## config.mk

```make
export PLATFORM = sky130hd
export DESIGN_NAME = remote_sensor_link_control
export DESIGN_NICKNAME = d
export VERILOG_FILES = /design/src/rtl/remote_link_pkg.sv /design/src/rtl/power_pulse_driver.sv /design/src/rtl/link_shifter.sv /design/src/rtl/remote_sensor_link_control.sv
export SDC_FILE = /design/constraint.sdc
export NUM_CORES = 1
export LEC_CHECK = 0
export BUFFER_PORTS_ARGS = -buffer_cell sky130_fd_sc_hd__buf_2
export CAP_MARGIN = 20
export CORE_MARGIN = 2
export CORE_UTILIZATION = 45
export DETAILED_ROUTE_END_ITERATION = 7
export PLACE_DENSITY = 0.75
export SYNTH_ARGS = -nofsm -noshare
export SYNTH_HDL_FRONTEND = slang
export SYNTH_SLANG_ARGS = --single-unit
```

## constraint.sdc

```tcl
create_clock -name i_sys_clk -period 5.3 [get_ports i_sys_clk]
set_input_delay 0.265 -clock i_sys_clk [delete_from_list [all_inputs] [get_ports i_sys_clk]]
set_output_delay 0.265 -clock i_sys_clk [all_outputs]
set_load 0.05 [all_outputs]
```

## src/rtl/remote_link_pkg.sv

```systemverilog
// shared constants and types for the remote sensor link control block
// assumes apb byte addressing with each register on one aligned word
package remote_link_pkg;

   // register indexes; the byte address is four times the index
   localparam logic [13:0] IDX_REMOTE_COMMAND = 14'h00fc;
   localparam logic [13:0] IDX_FLYBACK_CTRL = 14'h210c;
   localparam logic [13:0] IDX_SENSOR_ENABLES = 14'h2709;
   localparam logic [13:0] IDX_RESP_HIGH = 14'h2602;
   localparam logic [13:0] IDX_RESP_LOW = 14'h2603;

   // field layout
   localparam int CMD_W = 5;
   localparam int CMD_TARGET_LSB = 3;
   localparam int FLYBACK_BIT = 3;
   localparam int EN_LSB = 3;
   localparam int SENSOR_NUM = 3;
   localparam int RESP_W = 16;

   // values after reset
   localparam logic [4:0] CMD_RESET = 5'h00;
   localparam logic FLYBACK_RESET = 1'b0;
   localparam logic [2:0] EN_RESET = 3'h0;
   localparam logic [15:0] RESP_RESET = 16'h0000;

   // target code with no sensor behind it
   localparam logic [1:0] TARGET_NONE = 2'h3;

   // system clock cycles per link bit and per power pulse phase
   localparam int LINK_TICK_CYCLES = 16;

   // register decode results
   typedef enum logic [2:0] {
      SEL_NONE,
      SEL_CMD,
      SEL_FLY,
      SEL_EN,
      SEL_RESP_HI,
      SEL_RESP_LO
   } reg_sel_t;

   // serial command engine states
   typedef enum logic [1:0] {
      LINK_IDLE,
      LINK_SEND,
      LINK_RECV
   } link_state_t;

endpackage

```

## src/rtl/power_pulse_driver.sv

```systemverilog
// power pulse driver for one remote sensor
// assumes a one-cycle phase tick from the shared divider
`timescale 1ns/1ps
module power_pulse_driver
   import remote_link_pkg::*;
(
   input wire logic i_sys_clk,
   input wire logic i_rst_n,
   input wire logic i_enable,
   input wire logic i_flyback_disable,
   input wire logic i_tick,
   output logic o_pulse,
   output logic o_pulse_oe
);

   logic phase_high_reg;
   logic pulse_reg;
   logic pulse_oe_reg;

   // phase toggles per tick; restarts high when enabled again
   always_ff @(posedge i_sys_clk or negedge i_rst_n) begin
      if (!i_rst_n) begin
         phase_high_reg <= 1'b1;
      end else if (!i_enable) begin
         phase_high_reg <= 1'b1;
      end else if (i_tick) begin
         phase_high_reg <= ~phase_high_reg;
      end
   end

   // high phase driven; low phase released or driven low
   always_ff @(posedge i_sys_clk or negedge i_rst_n) begin
      if (!i_rst_n) begin
         pulse_reg <= 1'b0;
         pulse_oe_reg <= 1'b0;
      end else begin
         pulse_reg <= i_enable & phase_high_reg;
         // fly-back leaves the pin open so the coil can swing
         pulse_oe_reg <= i_enable &
            (phase_high_reg | i_flyback_disable);
      end
   end

   assign o_pulse = pulse_reg;
   assign o_pulse_oe = pulse_oe_reg;

   AST_FLY_RELEASE: assert property (@(posedge i_sys_clk)
      disable iff (!i_rst_n)
      (i_enable && !i_flyback_disable && !phase_high_reg) |=>
         (!o_pulse_oe && !o_pulse))
      else $error("low phase not released in fly-back mode");

   AST_HIGH_DRIVEN: assert property (@(posedge i_sys_clk)
      disable iff (!i_rst_n)
      (i_enable && phase_high_reg) |=> (o_pulse && o_pulse_oe))
      else $error("high phase not driven");

   AST_ACTIVE_LOW: assert property (@(posedge i_sys_clk)
      disable iff (!i_rst_n)
      (i_enable && i_flyback_disable) ##1 (i_enable && i_flyback_disable)
         |-> o_pulse_oe ##1 o_pulse_oe)
      else $error("pulse released while fly-back disabled");

   COV_FLYBACK: cover property (@(posedge i_sys_clk)
      disable iff (!i_rst_n)
      o_pulse && o_pulse_oe ##1 !o_pulse_oe);

endmodule

```

## src/rtl/link_shifter.sv

```systemverilog
// serial command engine on the shared remote data line
// assumes the sensor answers on the same line after the command bits
`timescale 1ns/1ps
module link_shifter
   import remote_link_pkg::*;
(
   input wire logic i_sys_clk,
   input wire logic i_rst_n,
   input wire logic i_tick,
   input wire logic i_start,
   input wire logic [CMD_W-1:0] i_cmd,
   input wire logic i_data,
   output logic o_data,
   output logic o_data_oe,
   output logic o_busy,
   output logic o_done,
   output logic [RESP_W-1:0] o_resp
);

   link_state_t state_reg;
   logic [CMD_W-1:0] shift_reg;
   logic [4:0] bit_cnt_reg;
   logic data_reg;
   logic data_oe_reg;
   logic done_reg;
   logic [RESP_W-1:0] resp_reg;

   // command bits out msb first, then sixteen response bits in
   always_ff @(posedge i_sys_clk or negedge i_rst_n) begin
      if (!i_rst_n) begin
         state_reg <= LINK_IDLE;
         shift_reg <= CMD_RESET;
         bit_cnt_reg <= 5'h00;
         data_reg <= 1'b0;
         data_oe_reg <= 1'b0;
         resp_reg <= RESP_RESET;
      end else begin
         case (state_reg)
            LINK_IDLE: begin
               if (i_start) begin
                  state_reg <= LINK_SEND;
                  shift_reg <= i_cmd;
                  bit_cnt_reg <= 5'h00;
                  data_reg <= i_cmd[CMD_W-1];
                  data_oe_reg <= 1'b1;
               end
            end
            LINK_SEND: begin
               if (i_tick) begin
                  if (bit_cnt_reg == 5'(CMD_W - 1)) begin
                     state_reg <= LINK_RECV;
                     bit_cnt_reg <= 5'h00;
                     data_oe_reg <= 1'b0; // hand the line to the sensor
                     data_reg <= 1'b0;
                  end else begin
                     shift_reg <= {shift_reg[CMD_W-2:0], 1'b0};
                     data_reg <= shift_reg[CMD_W-2];
                     bit_cnt_reg <= bit_cnt_reg + 5'h01;
                  end
               end
            end
            LINK_RECV: begin
               if (i_tick) begin
                  resp_reg <= {resp_reg[RESP_W-2:0], i_data};
                  if (bit_cnt_reg == 5'(RESP_W - 1)) begin
                     state_reg <= LINK_IDLE;
                  end else begin
                     bit_cnt_reg <= bit_cnt_reg + 5'h01;
                  end
               end
            end
            default: begin
               state_reg <= LINK_IDLE;
            end
         endcase
      end
   end

   // completion pulse on the last response bit
   always_ff @(posedge i_sys_clk or negedge i_rst_n) begin
      if (!i_rst_n) begin
         done_reg <= 1'b0;
      end else begin
         done_reg <= (state_reg == LINK_RECV) && i_tick &&
            (bit_cnt_reg == 5'(RESP_W - 1));
      end
   end

   assign o_data = data_reg;
   assign o_data_oe = data_oe_reg;
   assign o_busy = (state_reg != LINK_IDLE);
   assign o_done = done_reg;
   assign o_resp = resp_reg;

   AST_SEND_DRIVES: assert property (@(posedge i_sys_clk)
      disable iff (!i_rst_n)
      (state_reg == LINK_SEND) |-> o_data_oe)
      else $error("command bit not driven");

   AST_RECV_RELEASED: assert property (@(posedge i_sys_clk)
      disable iff (!i_rst_n)
      (state_reg == LINK_RECV) |-> !o_data_oe)
      else $error("line driven during response");

   COV_EXCHANGE: cover property (@(posedge i_sys_clk)
      disable iff (!i_rst_n)
      (state_reg == LINK_RECV) ##1 o_done);

endmodule

```

## src/rtl/remote_sensor_link_control.sv

```systemverilog
// remote sensor link control: apb registers, command launch, pulses
// assumes an apb master on i_sys_clk and an external wire resolver
//
// Behaviour
// - non-zero command write starts remote command if its target sensor is enabled
// - command field returns to zero when done
// - fly-back mode: pulse high, then open
// - fly-back disabled: pulse driven high and low
// - three sensor enables, bits 3-5, reset off
// - 16-bit read response in two bytes
//
// Local design decision: the APB slave port.
`timescale 1ns/1ps
module remote_sensor_link_control
   import remote_link_pkg::*;
#(
   parameter int TICK_CYCLES = LINK_TICK_CYCLES
) (
   input wire logic i_sys_clk,
   input wire logic i_rst_n,
   input wire logic i_psel,
   input wire logic i_penable,
   input wire logic i_pwrite,
   input wire logic [15:0] i_paddr,
   input wire logic [31:0] i_pwdata,
   input wire logic [3:0] i_pstrb,
   output logic [31:0] o_prdata,
   output logic o_pready,
   output logic o_pslverr,
   output logic [SENSOR_NUM-1:0] o_power_pulse,
   output logic [SENSOR_NUM-1:0] o_power_pulse_oe,
   output logic o_link_data,
   output logic o_link_data_oe,
   input wire logic i_link_data
);

   localparam int TICK_W = (TICK_CYCLES > 1) ? $clog2(TICK_CYCLES) : 1;

   // register decode, shared by read mux and error answer
   function automatic reg_sel_t decode(input logic [15:0] addr);
      reg_sel_t sel;
      sel = SEL_NONE;
      if (addr[1:0] != 2'h0) begin
         sel = SEL_NONE;
      end else if (addr[15:2] == IDX_REMOTE_COMMAND) begin
         sel = SEL_CMD;
      end else if (addr[15:2] == IDX_FLYBACK_CTRL) begin
         sel = SEL_FLY;
      end else if (addr[15:2] == IDX_SENSOR_ENABLES) begin
         sel = SEL_EN;
      end else if (addr[15:2] == IDX_RESP_HIGH) begin
         sel = SEL_RESP_HI;
      end else if (addr[15:2] == IDX_RESP_LOW) begin
         sel = SEL_RESP_LO;
      end
      return sel;
   endfunction

   logic pready_reg;
   logic pslverr_reg;
   logic [31:0] prdata_reg;
   logic [CMD_W-1:0] cmd_reg;
   logic flyback_disable_reg;
   logic [SENSOR_NUM-1:0] enables_reg;
   logic [RESP_W-1:0] resp_reg;
   logic launched_reg;
   logic [TICK_W-1:0] tick_cnt_reg;
   logic tick_reg;
   logic [31:0] read_next;
   logic access;
   logic commit_wr;
   logic pending;
   logic target_ok;
   logic start;
   logic link_busy;
   logic link_done;
   logic [RESP_W-1:0] link_resp;
   logic [1:0] target;
   reg_sel_t sel;

   assign sel = decode(i_paddr);
   assign access = i_psel & i_penable;
   // a write takes effect on the edge that samples pready high
   assign commit_wr = access & pready_reg & i_pwrite & i_pstrb[0];

   // one wait state: pready rises the cycle after the access phase starts
   always_ff @(posedge i_sys_clk or negedge i_rst_n) begin
      if (!i_rst_n) begin
         pready_reg <= 1'b0;
      end else begin
         pready_reg <= access & ~pready_reg;
      end
   end

   // read data and error flag captured as pready rises
   always_comb begin
      read_next = 32'h0000_0000;
      if (sel == SEL_CMD) begin
         read_next[CMD_W-1:0] = cmd_reg;
      end else if (sel == SEL_FLY) begin
         read_next[FLYBACK_BIT] = flyback_disable_reg;
      end else if (sel == SEL_EN) begin
         read_next[EN_LSB +: SENSOR_NUM] = enables_reg;
      end else if (sel == SEL_RESP_HI) begin
         read_next[7:0] = resp_reg[15:8];
      end else if (sel == SEL_RESP_LO) begin
         read_next[7:0] = resp_reg[7:0];
      end
   end

   always_ff @(posedge i_sys_clk or negedge i_rst_n) begin
      if (!i_rst_n) begin
         prdata_reg <= 32'h0000_0000;
         pslverr_reg <= 1'b0;
      end else if (access & ~pready_reg) begin
         prdata_reg <= i_pwrite ? 32'h0000_0000 : read_next;
         pslverr_reg <= (sel == SEL_NONE);
      end else begin
         pslverr_reg <= 1'b0;
      end
   end

   // launch decision for a freshly written command
   assign pending = (cmd_reg != CMD_RESET) & ~launched_reg;
   assign target = cmd_reg[CMD_TARGET_LSB +: 2];
   assign target_ok = (target != TARGET_NONE) && enables_reg[target];
   assign start = pending & target_ok;

   // command field: software sets, hardware clears on completion;
   // writes during a command are dropped so a run is never corrupted
   always_ff @(posedge i_sys_clk or negedge i_rst_n) begin
      if (!i_rst_n) begin
         cmd_reg <= CMD_RESET;
      end else if (link_done) begin
         cmd_reg <= CMD_RESET;
      end else if (pending & ~target_ok) begin
         cmd_reg <= CMD_RESET; // no enabled sensor: finish at once
      end else if (commit_wr && sel == SEL_CMD && cmd_reg == CMD_RESET) begin
         cmd_reg <= i_pwdata[CMD_W-1:0];
      end
   end

   // marks that the current command already went to the engine
   always_ff @(posedge i_sys_clk or negedge i_rst_n) begin
      if (!i_rst_n) begin
         launched_reg <= 1'b0;
      end else if (link_done) begin
         launched_reg <= 1'b0;
      end else if (start) begin
         launched_reg <= 1'b1;
      end
   end

   // pulse mode control
   always_ff @(posedge i_sys_clk or negedge i_rst_n) begin
      if (!i_rst_n) begin
         flyback_disable_reg <= FLYBACK_RESET;
      end else if (commit_wr && sel == SEL_FLY) begin
         flyback_disable_reg <= i_pwdata[FLYBACK_BIT];
      end
   end

   // per sensor interface enables
   always_ff @(posedge i_sys_clk or negedge i_rst_n) begin
      if (!i_rst_n) begin
         enables_reg <= EN_RESET;
      end else if (commit_wr && sel == SEL_EN) begin
         enables_reg <= i_pwdata[EN_LSB +: SENSOR_NUM];
      end
   end

   // response is read-only; only the engine updates it
   always_ff @(posedge i_sys_clk or negedge i_rst_n) begin
      if (!i_rst_n) begin
         resp_reg <= RESP_RESET;
      end else if (link_done) begin
         resp_reg <= link_resp;
      end
   end

   // bit and phase tick divider, one-cycle enable
   always_ff @(posedge i_sys_clk or negedge i_rst_n) begin
      if (!i_rst_n) begin
         tick_cnt_reg <= '0;
         tick_reg <= 1'b0;
      end else if (tick_cnt_reg == TICK_W'(TICK_CYCLES - 1)) begin
         tick_cnt_reg <= '0;
         tick_reg <= 1'b1;
      end else begin
         tick_cnt_reg <= tick_cnt_reg + TICK_W'(1);
         tick_reg <= 1'b0;
      end
   end

   // one power pulse driver per sensor, gated by that sensor's enable
   genvar g;
   generate
      for (g = 0; g < SENSOR_NUM; g++) begin : gen_pulse
         power_pulse_driver u_pulse (
            .i_sys_clk(i_sys_clk),
            .i_rst_n(i_rst_n),
            .i_enable(enables_reg[g]),
            .i_flyback_disable(flyback_disable_reg),
            .i_tick(tick_reg),
            .o_pulse(o_power_pulse[g]),
            .o_pulse_oe(o_power_pulse_oe[g])
         );
      end
   endgenerate

   link_shifter u_link (
      .i_sys_clk(i_sys_clk),
      .i_rst_n(i_rst_n),
      .i_tick(tick_reg),
      .i_start(start),
      .i_cmd(cmd_reg),
      .i_data(i_link_data),
      .o_data(o_link_data),
      .o_data_oe(o_link_data_oe),
      .o_busy(link_busy),
      .o_done(link_done),
      .o_resp(link_resp)
   );

   assign o_prdata = prdata_reg;
   assign o_pready = pready_reg;
   assign o_pslverr = pslverr_reg;

   AST_CMD_LAUNCH: assert property (@(posedge i_sys_clk)
      disable iff (!i_rst_n)
      start |=> link_busy && launched_reg)
      else $error("command accepted but engine not started");

   AST_CMD_STORED: assert property (@(posedge i_sys_clk)
      disable iff (!i_rst_n)
      (commit_wr && sel == SEL_CMD && cmd_reg == CMD_RESET && !link_done)
         |=> cmd_reg == $past(i_pwdata[CMD_W-1:0]))
      else $error("command write not stored");

   AST_CMD_CLEARED: assert property (@(posedge i_sys_clk)
      disable iff (!i_rst_n)
      link_done |=> (cmd_reg == CMD_RESET) && !launched_reg)
      else $error("command field not cleared on completion");

   AST_CMD_HELD: assert property (@(posedge i_sys_clk)
      disable iff (!i_rst_n)
      (launched_reg && !link_done) |=> cmd_reg == $past(cmd_reg))
      else $error("command field changed during a command");

   AST_EN_WRITE: assert property (@(posedge i_sys_clk)
      disable iff (!i_rst_n)
      (commit_wr && sel == SEL_EN) |=>
         enables_reg == $past(i_pwdata[EN_LSB +: SENSOR_NUM]))
      else $error("enable write not stored");

   AST_RESP_CAPTURE: assert property (@(posedge i_sys_clk)
      disable iff (!i_rst_n)
      link_done |=> resp_reg == $past(link_resp))
      else $error("response not captured");

   AST_RESP_STABLE: assert property (@(posedge i_sys_clk)
      disable iff (!i_rst_n)
      !link_done |=> $stable(resp_reg))
      else $error("response changed without a completion");

   AST_PREADY_ONE: assert property (@(posedge i_sys_clk)
      disable iff (!i_rst_n)
      o_pready |=> !o_pready)
      else $error("pready held past one cycle");

   AST_FLY_WRITE: assert property (@(posedge i_sys_clk)
      disable iff (!i_rst_n)
      (commit_wr && sel == SEL_FLY) |=>
         flyback_disable_reg == $past(i_pwdata[FLYBACK_BIT]))
      else $error("pulse mode write not stored");

   AST_BAD_TARGET: assert property (@(posedge i_sys_clk)
      disable iff (!i_rst_n)
      (pending && !target_ok) |=> (cmd_reg == CMD_RESET) && !link_busy)
      else $error("command without a sensor not cleared");

   AST_SLVERR_MAP: assert property (@(posedge i_sys_clk)
      disable iff (!i_rst_n)
      (access && !pready_reg) |=>
         o_pready && (o_pslverr == $past(sel == SEL_NONE)))
      else $error("error answer does not match the decode");

   AST_RESP_HI_READ: assert property (@(posedge i_sys_clk)
      disable iff (!i_rst_n)
      (access && !pready_reg && !i_pwrite && sel == SEL_RESP_HI)
         |=> o_prdata == {24'h00_0000, $past(resp_reg[15:8])})
      else $error("response upper byte read wrong");

   AST_RESP_LO_READ: assert property (@(posedge i_sys_clk)
      disable iff (!i_rst_n)
      (access && !pready_reg && !i_pwrite && sel == SEL_RESP_LO)
         |=> o_prdata == {24'h00_0000, $past(resp_reg[7:0])})
      else $error("response lower byte read wrong");

   COV_CMD_DONE: cover property (@(posedge i_sys_clk)
      disable iff (!i_rst_n)
      start ##[1:1000] link_done);

   COV_UNMAPPED: cover property (@(posedge i_sys_clk)
      disable iff (!i_rst_n)
      o_pready && o_pslverr);

endmodule

```

; ---- Yosys cells after proc, flatten, opt, wreduce, memory -nomap -nowiden
; Cells that the tools add are included.
[word_totals]
register_bits = 104
inputBits = 58
output_inout_bits = 42
word_cells = 156
[classes]
n_addsub = 2
order_cmp = 1
n_eq_ne = 26
mux = 56
n_bitwise = 23
reduce_logical = 22
[op_table]
columns = op, count
row1 = 14-bit equality test (second input constant), 4
row2 = 5-bit two-way mux, 9
row3 = 3-bit two-way mux, 10
row4 = 8-bit two-way mux, 3
row5 = 4-bit two-way mux, 5
row6 = 1-bit two-way mux, 17
row7 = 5-bit one-hot mux with 3 select lines, 1
row8 = 1-bit bitwise AND, 14
row9 = 14-bit by 8-bit equality test with 1-bit output (second input constant), 1
row10 = 2-bit two-way mux, 6
row11 = 2-bit != test (second input constant), 6
row12 = 2-bit by 1-bit != test with 1-bit output (second input constant), 5
row13 = 5-bit AND reduction, 2
row14 = 4-bit one-hot mux with 2 select lines, 1
row15 = 4-bit AND reduction, 2
row16 = 1-bit logical AND, 7
row17 = 3-bit by 2-bit equality test with 1-bit output (second input constant), 2
row18 = 3-bit equality test (second input constant), 2
row19 = 1-bit inverter, 6
row20 = 2-bit one-hot mux with 3 select lines, 1
row21 = 2-bit nonzero test, 3
row22 = 3-bit nonzero test, 2
row23 = 5-bit by 1-bit adder with 5-bit output (second input constant), 1
row24 = 5-bit by 3-bit equality test with 1-bit output (second input constant), 1
row25 = other kinds (16), 19

; ---- Longest topological paths before layout
; Gate-level depths: netlist (run 1).
[depth]
ltp_word = 14
depth_mapped = 8

; ---- Cells and area by module
; Synthesis (run 1) repeated with hierarchy kept, for this count alone.
[hier_totals]
cells_unflattened = 336
area_unflattened_um2 = 3912.5
[modules_own_cells]
columns = module, instances, cells_each, area_each_um2, seq_area_each_um2
row1 = remote_sensor_link_control, 1, 200, 2194.6, 1026.0
row2 = link_shifter, 1, 115, 1406.3, 750.7
row3 = power_pulse_driver, 3, 7, 103.8, 76.3

; ---- Worst setup path after synthesis (run 1)
; No wires, ideal clock.
[synth_path]
path_type = input -> register
start = in i_paddr[8]
end = reg prdata_reg[4], in the netlist o_prdata[4]
setup_time_ns = 0.126
arrival_time_ns = 1.896
required_ns = 5.174
setup_slack_ns = 3.278
path_stages = 5
n_path_buf = 0
cell_sequence = or3b_1 -> a2111oi_4 -> mux2_1 -> a221oi_1 -> o21ai_1
[synth_via]
elab_chain_cells = 14
word_cells_on_any_way = 22
[synth_rtl]
columns = item, line_no
row1 = start: declaration, remote_sensor_link_control.sv:24  ; input wire logic [15:0] i_paddr,
row2 = 14-bit equality test, remote_sensor_link_control.sv:53  ; end else if (addr[15:2] == IDX_RESP_LOW) begin
row3 = 3-bit two-way mux, remote_sensor_link_control.sv:53
row4 = 3-bit two-way mux, remote_sensor_link_control.sv:51  ; end else if (addr[15:2] == IDX_RESP_HIGH) begin
row5 = 3-bit two-way mux, remote_sensor_link_control.sv:49  ; end else if (addr[15:2] == IDX_SENSOR_ENABLES) begin
row6 = 3-bit two-way mux, remote_sensor_link_control.sv:47  ; end else if (addr[15:2] == IDX_FLYBACK_CTRL) begin
row7 = 3-bit two-way mux *, remote_sensor_link_control.sv:45  ; end else if (addr[15:2] == IDX_REMOTE_COMMAND) begin
row8 = 3-bit two-way mux *, remote_sensor_link_control.sv:43  ; if (addr[1:0] != 2'h0) begin
row9 = 3-bit equality test, remote_sensor_link_control.sv:106  ; end else if (sel == SEL_RESP_LO) begin
row10 = 8-bit two-way mux, remote_sensor_link_control.sv:106
row11 = 8-bit two-way mux, remote_sensor_link_control.sv:104  ; end else if (sel == SEL_RESP_HI) begin
row12 = 3-bit two-way mux, remote_sensor_link_control.sv:102  ; end else if (sel == SEL_EN) begin
row13 = 4-bit two-way mux, remote_sensor_link_control.sv:100  ; end else if (sel == SEL_FLY) begin
row14 = 5-bit two-way mux *, remote_sensor_link_control.sv:98  ; if (sel == SEL_CMD) begin
row15 = 8-bit two-way mux *, remote_sensor_link_control.sv:116  ; prdata_reg <= i_pwrite ? 32'h0000_0000 : read_next;
row16 = end signal: assignment, remote_sensor_link_control.sv:116
row17 = end: declaration, remote_sensor_link_control.sv:61  ; logic [31:0] prdata_reg;
; Every way passes the cells marked *; elsewhere a longest branch is shown, timed or not.
; A chain may end at the register's enable or synchronous reset.

; ---- Worst setup path after layout (run 1)
[layout_path]
start = reg u_link.state_reg[0]
end = reg u_link.bit_cnt_reg[3]
[layout_via]
elab_chain_cells = 3
word_cells_on_any_way = 10
[layout_rtl]
columns = item, line_no
row1 = start: declaration, link_shifter.sv:20  ; link_state_t state_reg;
row2 = start signal: assignment, link_shifter.sv:31  ; state_reg <= LINK_IDLE;
row3 = start signal: assignment, link_shifter.sv:41  ; state_reg <= LINK_SEND;
row4 = start signal: assignment, link_shifter.sv:51  ; state_reg <= LINK_RECV;
row5 = "2-bit equality test, or another cell as far along", link_shifter.sv:38  ; case (state_reg)
row6 = 2-bit != test (no line) / 3-bit nonzero test (equally long branches), n/a
row7 = 5-bit AND reduction (no line), n/a
row8 = end signal: assignment, link_shifter.sv:58  ; bit_cnt_reg <= bit_cnt_reg + 5'h01;
row9 = end signal: assignment, link_shifter.sv:68  ; bit_cnt_reg <= bit_cnt_reg + 5'h01;
row10 = end: declaration, link_shifter.sv:22  ; logic [4:0] bit_cnt_reg;
; Several ways; a longest one is shown, not always the timed one.

==> metrics.txt, run 1 <==
Clk Latency, worst-skew pair 0.35 ns; Slew HR 34.5%; Filler Cells Inserted 786; DP HPWL 5.44 mm; die area 0.00955 mm2; total power 1.17 mW; setup violators final 0; sequential fraction of the synthesis area 50.7%; die height 97.7 um; fraction of layout cells with a size suffix above 1 31.6%; min Tclk post-route 2.45 ns; asr flop ratio synth 100%; initial antenna violation count 0; fin util 50.6%; clk buf depth 2; Starting Density 45.8%; max-cap violations 0; Sum Neg Setup Slack 0 ns; Unique masters post-synth 59; worst-path maximum fanout 17; H-tree levels 3; drt total wl 7.42 mm; EDFF count, synth 0; 1st-pass router iterations 4; clock tree root buffer cell clkbuf_8; Final Hold Viols 0; fin. max-slew vios 0; Mapped Area 0.00395 mm2; hold_buf cts 0; CP Class reg -> reg; leakage 2.14 nW; TritonCTS clock tree done; post-synthesis sequential element count 80; Synth Warn # 0; top_reg_cell synth dfrtp_1; FP Rows 34; multi-input combinational cell area 0.00175 mm2; critical path launch point type flop; crit share post-route 46.3%; kind of end point of the critical path flop; # clock sinks 80; WL/cell 14.7 um; Total GRT Usage 16.6%; Seq. cell area 0.00201 mm2; clk_skew 0.00871 ns; peak supply drop 0.000123 V; largest net degree at the start of global routing 81; Layout Cells excl Fill 504; arrival time at the worst endpoint 2.71 ns; DRC Markers 0; Final ANT Viol Nets 0; first-pass GRT wire length 12.8 mm; Worst Hold Class in -> async; Num CTS Buffers 9; status finished, final reports clean; Antenna diodes 0; I/O pin total 100; PortBufs 46; post-CTS setup buffers 0; actual slew at the worst max-slew pin 0.983 ns; area after detailed placement 0.00416 mm2; GP Congestion 0.818; unrepaired setup endpoints after global routing false; clock slew at reported path FFs 0.09 ns; Area growth syn-to-layout 10.5%; Die Width 97.7 um; via/cell ratio 5.19; Highest Clock Rate 408 MHz; Fin Hold WS 0.0581 ns; core area 0.00864 mm2; CTS resizes 0; vias in the first global route 2656; CP Data Required Time 5.55 ns; final net count 456; Iter 0 DRT Violations 78; DP Worst Slack 2.81 ns; placed cells 488; grt ovf 0; Syn Area/Cell 11.4 um2; final instance area 0.00437 mm2; Pwr Density 267 mW/mm2; post-synthesis cell count 347; Via Count 2614; PnR worst setup slack 2.85 ns
[cell usage in the layout (no fill, tap or decap), types with 5 or more instances in the layout]
master / synthesis / layout
dfrtp_1: 77 / 77
buf_2: 0 / 45
mux2_2: 44 / 44
nand2_1: 27 / 27
conb_1: 1 / 24
nor2_1: 20 / 20
o21ai_0: 13 / 13
inv_1: 11 / 11
a21oi_1: 9 / 9
clkbuf_8: 0 / 9
and2_1: 8 / 8
mux2i_1: 7 / 7
ha_1: 7 / 7
o21ai_1: 6 / 6
nand2b_1: 5 / 5
nand4_1: 5 / 5
[per-layer routing]
| layer | vias up | share of wire (%) | GRT usage, % |
|---|---|---|---|
| met1 | 1267 | 46 | 22.4 |
| met4 | 0 | 2.1 | 7.05 |
| met3 | 12 | 3.7 | 2.93 |
| met2 | 64 | 49 | 26.5 |
| li1 | 1271 | - | - |
| met5 | - | 0 | 0 |
[worst max-delay path: stages (launching register included)]
cell	delay, ns
dfrtp_1	0.40
inv_1	0.10
ha_1	0.25
nand2_1	0.46
o22ai_1	0.34
nand2_1	0.22
or2_2	0.38
o31ai_1	0.21
[cell usage after synthesis, drive strengths merged, types with 4 or more instances]
master	number	area, um2
o21ai	19	95.1
and2	8	50.1
nor2	20	75.1
ha	7	87.6
a31oi	4	25.0
nand2b	5	31.3
and3	4	25.0
o31ai	5	47.5
buf	30	225
a21oi	10	53.8
mux2	46	522
nor3	4	20.0
nand2	28	108
clkbuf	6	22.5
mux2i	7	70.1
inv	11	41.3
dfrtp	77	1930
nand4	5	31.3
nor4	6	65.1
[report_power, final]
group          leakage (nW)  switching (mW)  internal (mW)  total (mW)
registers              1.10        0.000667          0.611       0.612
clock network         0.107           0.245          0.228       0.473
logic                 0.938          0.0683         0.0141      0.0824
total                  2.14           0.314          0.853        1.17
[final cells by class]
| type | instances | area share, % |
|---|---|---|
| Clock inverter | 7 | 1.95 |
| Timing Repair Buffer | 46 | 5.33 |
| Clock buffer | 9 | 2.84 |
| Multi-Input combinational cell | 243 | 39.9 |
| Inverter | 11 | 0.945 |
| Sequential cell | 80 | 45.9 |
| Tap cell | 108 | 3.09 |
[logic make-up (layout without fill, tap and decap cells)]
group	after synthesis	count (layout)	share of synthesized area [%]
buffers and inverters	47	73	7.31
multiplexers	53	53	15.0
AND/OR/NAND/NOR	100	100	14.2
AO/OA/AOI/OAI	55	55	9.56
XOR/XNOR	4	4	0.886
adder cells (fa/ha/maj)	7	7	2.22
other	1	24	0.0948
flip-flops	80	80	50.7
[worst paths after layout]
path                                                 to  cells past startpoint  slack [ns]           startpoint
max in group asynchronous  gen_pulse[1].u_pulse.o_pulse                      1        4.60              i_rst_n
min in group i_sys_clk                 u_link.o_resp[0]                      2        0.15          i_link_data
min                                         resp_reg[7]                      1        0.06              i_rst_n
max                               u_link.bit_cnt_reg[3]                      7        2.85  u_link.state_reg[0]
min reg2reg                                 o_prdata[7]                      2        0.49          o_prdata[7]
max reg2reg                       u_link.bit_cnt_reg[3]                      7        2.85  u_link.state_reg[0]
No activity file was read; power rests on OpenSTA's default activity.
==> run 2: changes to the inputs <==
- PLACE_DENSITY: 0.75 -> 0.78
- clock period: 5.3 -> 2.2 ns (I/O delays scaled with it)
==> metrics.txt, run 2 (synthesized netlist as in run 1, its figures left out) <==
Antenna diodes 0 (unchanged); Final Hold Viols 0 (unchanged); unrepaired setup endpoints after global routing false (unchanged); drt total wl 7.49 mm (was 7.42 mm); DP Worst Slack 0.177 ns (was 2.81 ns); critical path launch point type flop (unchanged); H-tree levels 3 (unchanged); critical path's slowest cell or4_1 (was nand2_1); Via Count 2655 (was 2614); Worst Hold Class in -> reg (was in -> async); max-cap violations 0 (unchanged); Seq. cell area 0.00201 mm2 (unchanged); setup violators final 0 (unchanged); die height 97.7 um (unchanged); TritonCTS clock tree done (unchanged); PnR worst setup slack 0.149 ns (was 2.85 ns); PortBufs 46 (unchanged); arrival time at the worst endpoint 2.29 ns (was 2.71 ns); via/cell ratio 5.15 (was 5.19); DRC Markers 0 (unchanged); die area 0.00955 mm2 (unchanged); r2r setup slk 0.15 ns (was 2.85 ns); Total GRT Usage 16.6% (about the same); worst-path maximum fanout 4 (was 17); clock slew at reported path FFs 0.08 ns (was 0.09 ns); critical path's largest stage delay 0.57 ns (was 0.46 ns); first-pass GRT wire length 12.6 mm (was 12.8 mm); Sum Neg Setup Slack 0 ns (unchanged); Iter 0 DRT Violations 113 (was 78); Clk Latency, worst-skew pair 0.36 ns (was 0.35 ns); Crit path max-delay family simple AND/OR/NAND/NOR gates (unchanged); Filler Cells Inserted 742 (was 786); Pwr Density 658 mW/mm2 (was 267 mW/mm2); grt ovf 0 (unchanged); initial antenna violation count 0 (unchanged); Area growth syn-to-layout 13.6% (was 10.5%); FP Rows 34 (unchanged); kind of end point of the critical path flop (unchanged); core area 0.00864 mm2 (unchanged); WL/cell 14.5 um (was 14.7 um); cell chain of the critical path or4_1, nor2_1, o31ai_2, nand2b_1, a21o_1, mux2_2 (was inv_1, ha_1, nand2_1, o22ai_1, nand2_1, or2_2, o31ai_1); hold path cells 3; R2R Path Start cmd_reg[3] (was u_link.state_reg[0]); fraction of layout cells with a size suffix above 1 32.6% (was 31.6%); FF-to-FF End u_link.shift_reg[1] (was u_link.bit_cnt_reg[3]); Starting Density 45.8% (unchanged); hold path start i_pwdata[0]; post-CTS setup buffers 0 (unchanged); clock tree root buffer cell clkbuf_8 (unchanged); 1st-pass router iterations 4 (unchanged); final net count 468 (was 456); Num CTS Buffers 9 (unchanged); most common cell after layout, fill and taps aside dfrtp_1 (unchanged); multi-input combinational cell area 0.00175 mm2 (unchanged); Slew HR 35.5% (was 34.5%); status finished, final reports clean (unchanged); I/O pin total 100 (unchanged); actual slew at the worst max-slew pin 0.968 ns (was 0.983 ns); hold_buf cts 3 (was 0); total power 2.96 mW (was 1.17 mW); CTS resizes 0 (unchanged); Register-to-Register Path Depth 6 (was 7); CP Data Required Time 2.44 ns (was 5.55 ns); largest net degree at the start of global routing 81 (unchanged); vias in the first global route 2631 (was 2656); clk buf depth 2 (unchanged); WP buf/inv 0 (was 1); clk_skew 0.00549 ns (was 0.00871 ns); Die Width 97.7 um (unchanged); CP Class reg -> reg (unchanged); min Tclk post-route 2.05 ns (was 2.45 ns); leading cell types in the layout, fill and taps excluded dfrtp_1, buf_2, mux2_2 (unchanged); leakage 2.21 nW (was 2.14 nW); # clock sinks 80 (unchanged); GP Congestion 0.884 (was 0.818); Worst Hold End cmd_reg[0]; Final ANT Viol Nets 0 (unchanged); peak supply drop 0.000261 V (was 0.000123 V); fin. max-slew vios 0 (unchanged); DP HPWL 5.48 mm (was 5.44 mm); crit share post-route 93.2% (was 46.3%); Highest Clock Rate 488 MHz (was 408 MHz)
run 2: per-stage QoR:
stage | hold WS, ns | cell area, um2 | utilization [%] | cells
after floorplan | -0.186 | 4040 | - | 370
after global placement | 0.325 | 4230 | 49.0 | 497
after detailed placement | 0.327 | 4230 | 49.0 | 497
after CTS | 0.00625 | 4490 | 52.0 | 516
after global routing | 0.00703 | 4490 | 52.0 | 516
final | 0.00630 | 4490 | 52.0 | 516
run 2: tightest hold or removal path, delay by kind of cell:
family	cells	cell delay [ns]
AOI/OAI and AO/OA	1	0.05
and+or+nand+nor	1	0.08
buffers and inverters	1	0.08
run 2: area by class of cell:
class                   instances  share of cell area, %
clock buffers                  10                   2.84
clock inverters                 6                   2.39
inverters                      11                  0.919
multi-input cells             243                   38.8
flip-flops and latches         80                   44.6
well taps                     108                   3.01
repair buffers                 58                   7.35
run 2: worst max path at each step:
| stage | start | endpoint | slack (ns) | cells past startpoint |
|---|---|---|---|---|
| final | cmd_reg[3] | u_link.shift_reg[1] | 0.15 | 6 |
| after global placement | cmd_reg[3] | u_link.shift_reg[3] | 0.21 | 6 |
| after CTS | cmd_reg[2] | u_link.shift_reg[3] | 0.17 | 6 |
| after detailed placement | i_paddr[8] | o_prdata[5] | 0.18 | 7 |
| after global routing | cmd_reg[3] | u_link.shift_reg[3] | 0.01 | 6 |
| after floorplan | cmd_reg[3] | u_link.shift_reg[1] | 0.21 | 6 |
run 2: where the power goes:
part	internal, mW	switching [mW]
Sequential	1.47	0.00132
Combinational	0.0381	0.165
Clock	0.750	0.529
run 2: layer usage:
metal | share of wire, % | wire, um | up-vias | track usage [%]
li1 | - | - | 1287 | -
met1 | 44 | 3330 | 1291 | 20.9
met2 | 50 | 3740 | 68 | 27.8
met3 | 4.6 | 342 | 9 | 4.94
met4 | 1.0 | 77 | 0 | 5.24
met5 | 0 | 0 | - | 0
==> run 3: changes to the inputs <==
- ABC_CLOCK_PERIOD_IN_PS: unset -> 2300
- PLACE_DENSITY: 0.78 -> 0.75
- clock period: 2.2 -> 2.3 ns (I/O delays scaled with it)
==> metrics.txt, run 3 (synthesized netlist as in run 1, its figures left out) <==
Highest Clock Rate 483 MHz (was 488 MHz); clock slew at reported path FFs 0.08 ns (about the same); min Tclk post-route 2.07 ns (was 2.05 ns); first-pass GRT wire length 12.8 mm (was 12.6 mm); CP Data Required Time 2.54 ns (was 2.44 ns); Slew HR 51.0% (was 35.5%); post-CTS setup buffers 0 (unchanged); kind of end point of the critical path flop (unchanged); DRC Markers 0 (unchanged); worst-path maximum fanout 4 (unchanged); Worst Hold Class in -> reg (unchanged); grt ovf 0 (unchanged); fraction of layout cells with a size suffix above 1 32.3% (was 32.6%); CP Class reg -> reg (unchanged); leading cell types in the layout, fill and taps excluded dfrtp_1, buf_2, mux2_2 (unchanged); H-tree levels 3 (unchanged); met3 routed WL 265 um (was 342 um); critical path launch point type flop (unchanged); Pwr Density 607 mW/mm2 (was 658 mW/mm2); # clock sinks 80 (unchanged); drt total wl 7.46 mm (was 7.49 mm); clk buf depth 2 (unchanged); total power 2.71 mW (was 2.96 mW); largest net degree at the start of global routing 81 (unchanged); die height 97.7 um (unchanged); Max Used Layer met4 (unchanged); CP Launch Point cmd_reg[2] (was cmd_reg[3]); critical path's largest stage delay 0.55 ns (was 0.57 ns); Final Hold Viols 0 (unchanged); initial antenna violation count 0 (unchanged); via/cell ratio 5.26 (was 5.15); final net count 466 (was 468); metal2 WL 3.74 mm (about the same); DP HPWL 5.42 mm (was 5.48 mm); leakage 2.19 nW (was 2.21 nW); vias in the first global route 2698 (was 2631); Starting Density 45.8% (unchanged); Sum Neg Setup Slack 0 ns (unchanged); peak supply drop 0.000244 V (was 0.000261 V); Register-to-Register Path Depth 6 (unchanged); 1st-pass router iterations 4 (unchanged); number of cells on the critical path 6 (unchanged); met1 wire length 3.32 mm (was 3.33 mm); status finished, final reports clean (unchanged); Antenna diodes 0 (unchanged); most common cell after layout, fill and taps aside dfrtp_1 (unchanged); crit share post-route 89.9% (was 93.2%); Iter 0 DRT Violations 102 (was 113); Via Count 2697 (was 2655); R2R Path Start cmd_reg[2] (was cmd_reg[3]); arrival time at the worst endpoint 2.31 ns (was 2.29 ns); CP Capture Point u_link.shift_reg[3] (was u_link.shift_reg[1]); cell chain of the critical path or4_1, nor2_1, o31ai_2, nand2b_1, a21o_1, mux2_2 (unchanged); actual slew at the worst max-slew pin 0.735 ns (was 0.968 ns); FP Rows 34 (unchanged); Area growth syn-to-layout 12.9% (was 13.6%); max-cap violations 0 (unchanged); WL/cell 14.5 um (about the same); setup violators final 0 (unchanged); GP Congestion 0.805 (was 0.884); clock tree root buffer cell clkbuf_8 (unchanged); PortBufs 46 (unchanged); Crit path max-delay family simple AND/OR/NAND/NOR gates (unchanged); WP buf/inv 0 (unchanged); I/O pin total 100 (unchanged); Num CTS Buffers 9 (unchanged); unrepaired setup endpoints after global routing false (unchanged); FF-to-FF End u_link.shift_reg[3] (was u_link.shift_reg[1]); Final ANT Viol Nets 0 (unchanged); Total GRT Usage 16.6% (about the same); die area 0.00955 mm2 (unchanged); r2r setup slk 0.23 ns (was 0.15 ns); Die Width 97.7 um (unchanged); clk_skew 0.00571 ns (was 0.00549 ns); Clk Latency, worst-skew pair 0.35 ns (was 0.36 ns); fin. max-slew vios 0 (unchanged); TritonCTS clock tree done (unchanged); critical path's slowest cell or4_1 (unchanged); core area 0.00864 mm2 (unchanged)
==> run 3: tightest hold or removal path, cell delays in order <==
cell     delay, ns
buf_2         0.09
a21oi_1       0.05
nor2_1        0.08
==> run 3: layout make-up <==
| type | instances | area [um2] |
|---|---|---|
| Tap cell | 108 | 135 |
| Clock inverter | 6 | 85.1 |
| Sequential cell | 80 | 2010 |
| Fill cell | 786 | 4170 |
| Timing Repair Buffer | 56 | 328 |
| Inverter | 11 | 41.3 |
| Clock buffer | 9 | 124 |
| Multi-Input combinational cell | 243 | 1750 |
==> run 3: worst min-delay path by stage <==
| stage | start | endpoint | slack [ns] | cells after the start |
|---|---|---|---|---|
| final | i_pwdata[0] | cmd_reg[0] | 0.03 | 3 |
| after global routing | i_pwdata[4] | enables_reg[1] | 0.02 | 2 |
| after CTS | i_pwdata[4] | enables_reg[1] | 0.01 | 2 |
| after detailed placement | i_rst_n | resp_reg[14] | 0.18 | 2 |
| after global placement | i_rst_n | o_prdata[6] | 0.17 | 2 |
| after floorplan | i_rst_n | cmd_reg[0] | -0.18 | 0 |
==> run 3: repair_timing <==
item / in CTS / in global routing
resized for setup: 0 / 0
hold endpoints to repair: 79 / 0
hold buffers: 3 / 0
==> run 3: metal layers <==
metal / up-vias / GRT usage (%)
met3: 12 / 2.65
li1: 1283 / -
met4: 0 / 7.05
met5: - / 0
met2: 74 / 28.0
met1: 1328 / 21.5
==> run 3: where the power goes <==
group	leakage, nW	switching (mW)	internal [mW]
clock network	0.101	0.499	0.601
logic	0.989	0.158	0.0400
registers	1.10	0.00170	1.41
total	2.19	0.659	2.05
==> run 3: metrics by stage <==
| step | utilization [%] | hold WS, ns | std cells | setup slack (ns) | instance area [um2] |
|---|---|---|---|---|---|
| floorplan | - | -0.181 | 370 | 0.308 | 4040 |
| global placement | 48.9 | 0.165 | 495 | 0.277 | 4230 |
| detailed placement | 48.9 | 0.175 | 495 | 0.240 | 4230 |
| CTS | 51.7 | 0.0118 | 513 | 0.226 | 4460 |
| global route | 51.7 | 0.0190 | 513 | 0.0932 | 4460 |
| finish | 51.7 | 0.0257 | 513 | 0.231 | 4460 |
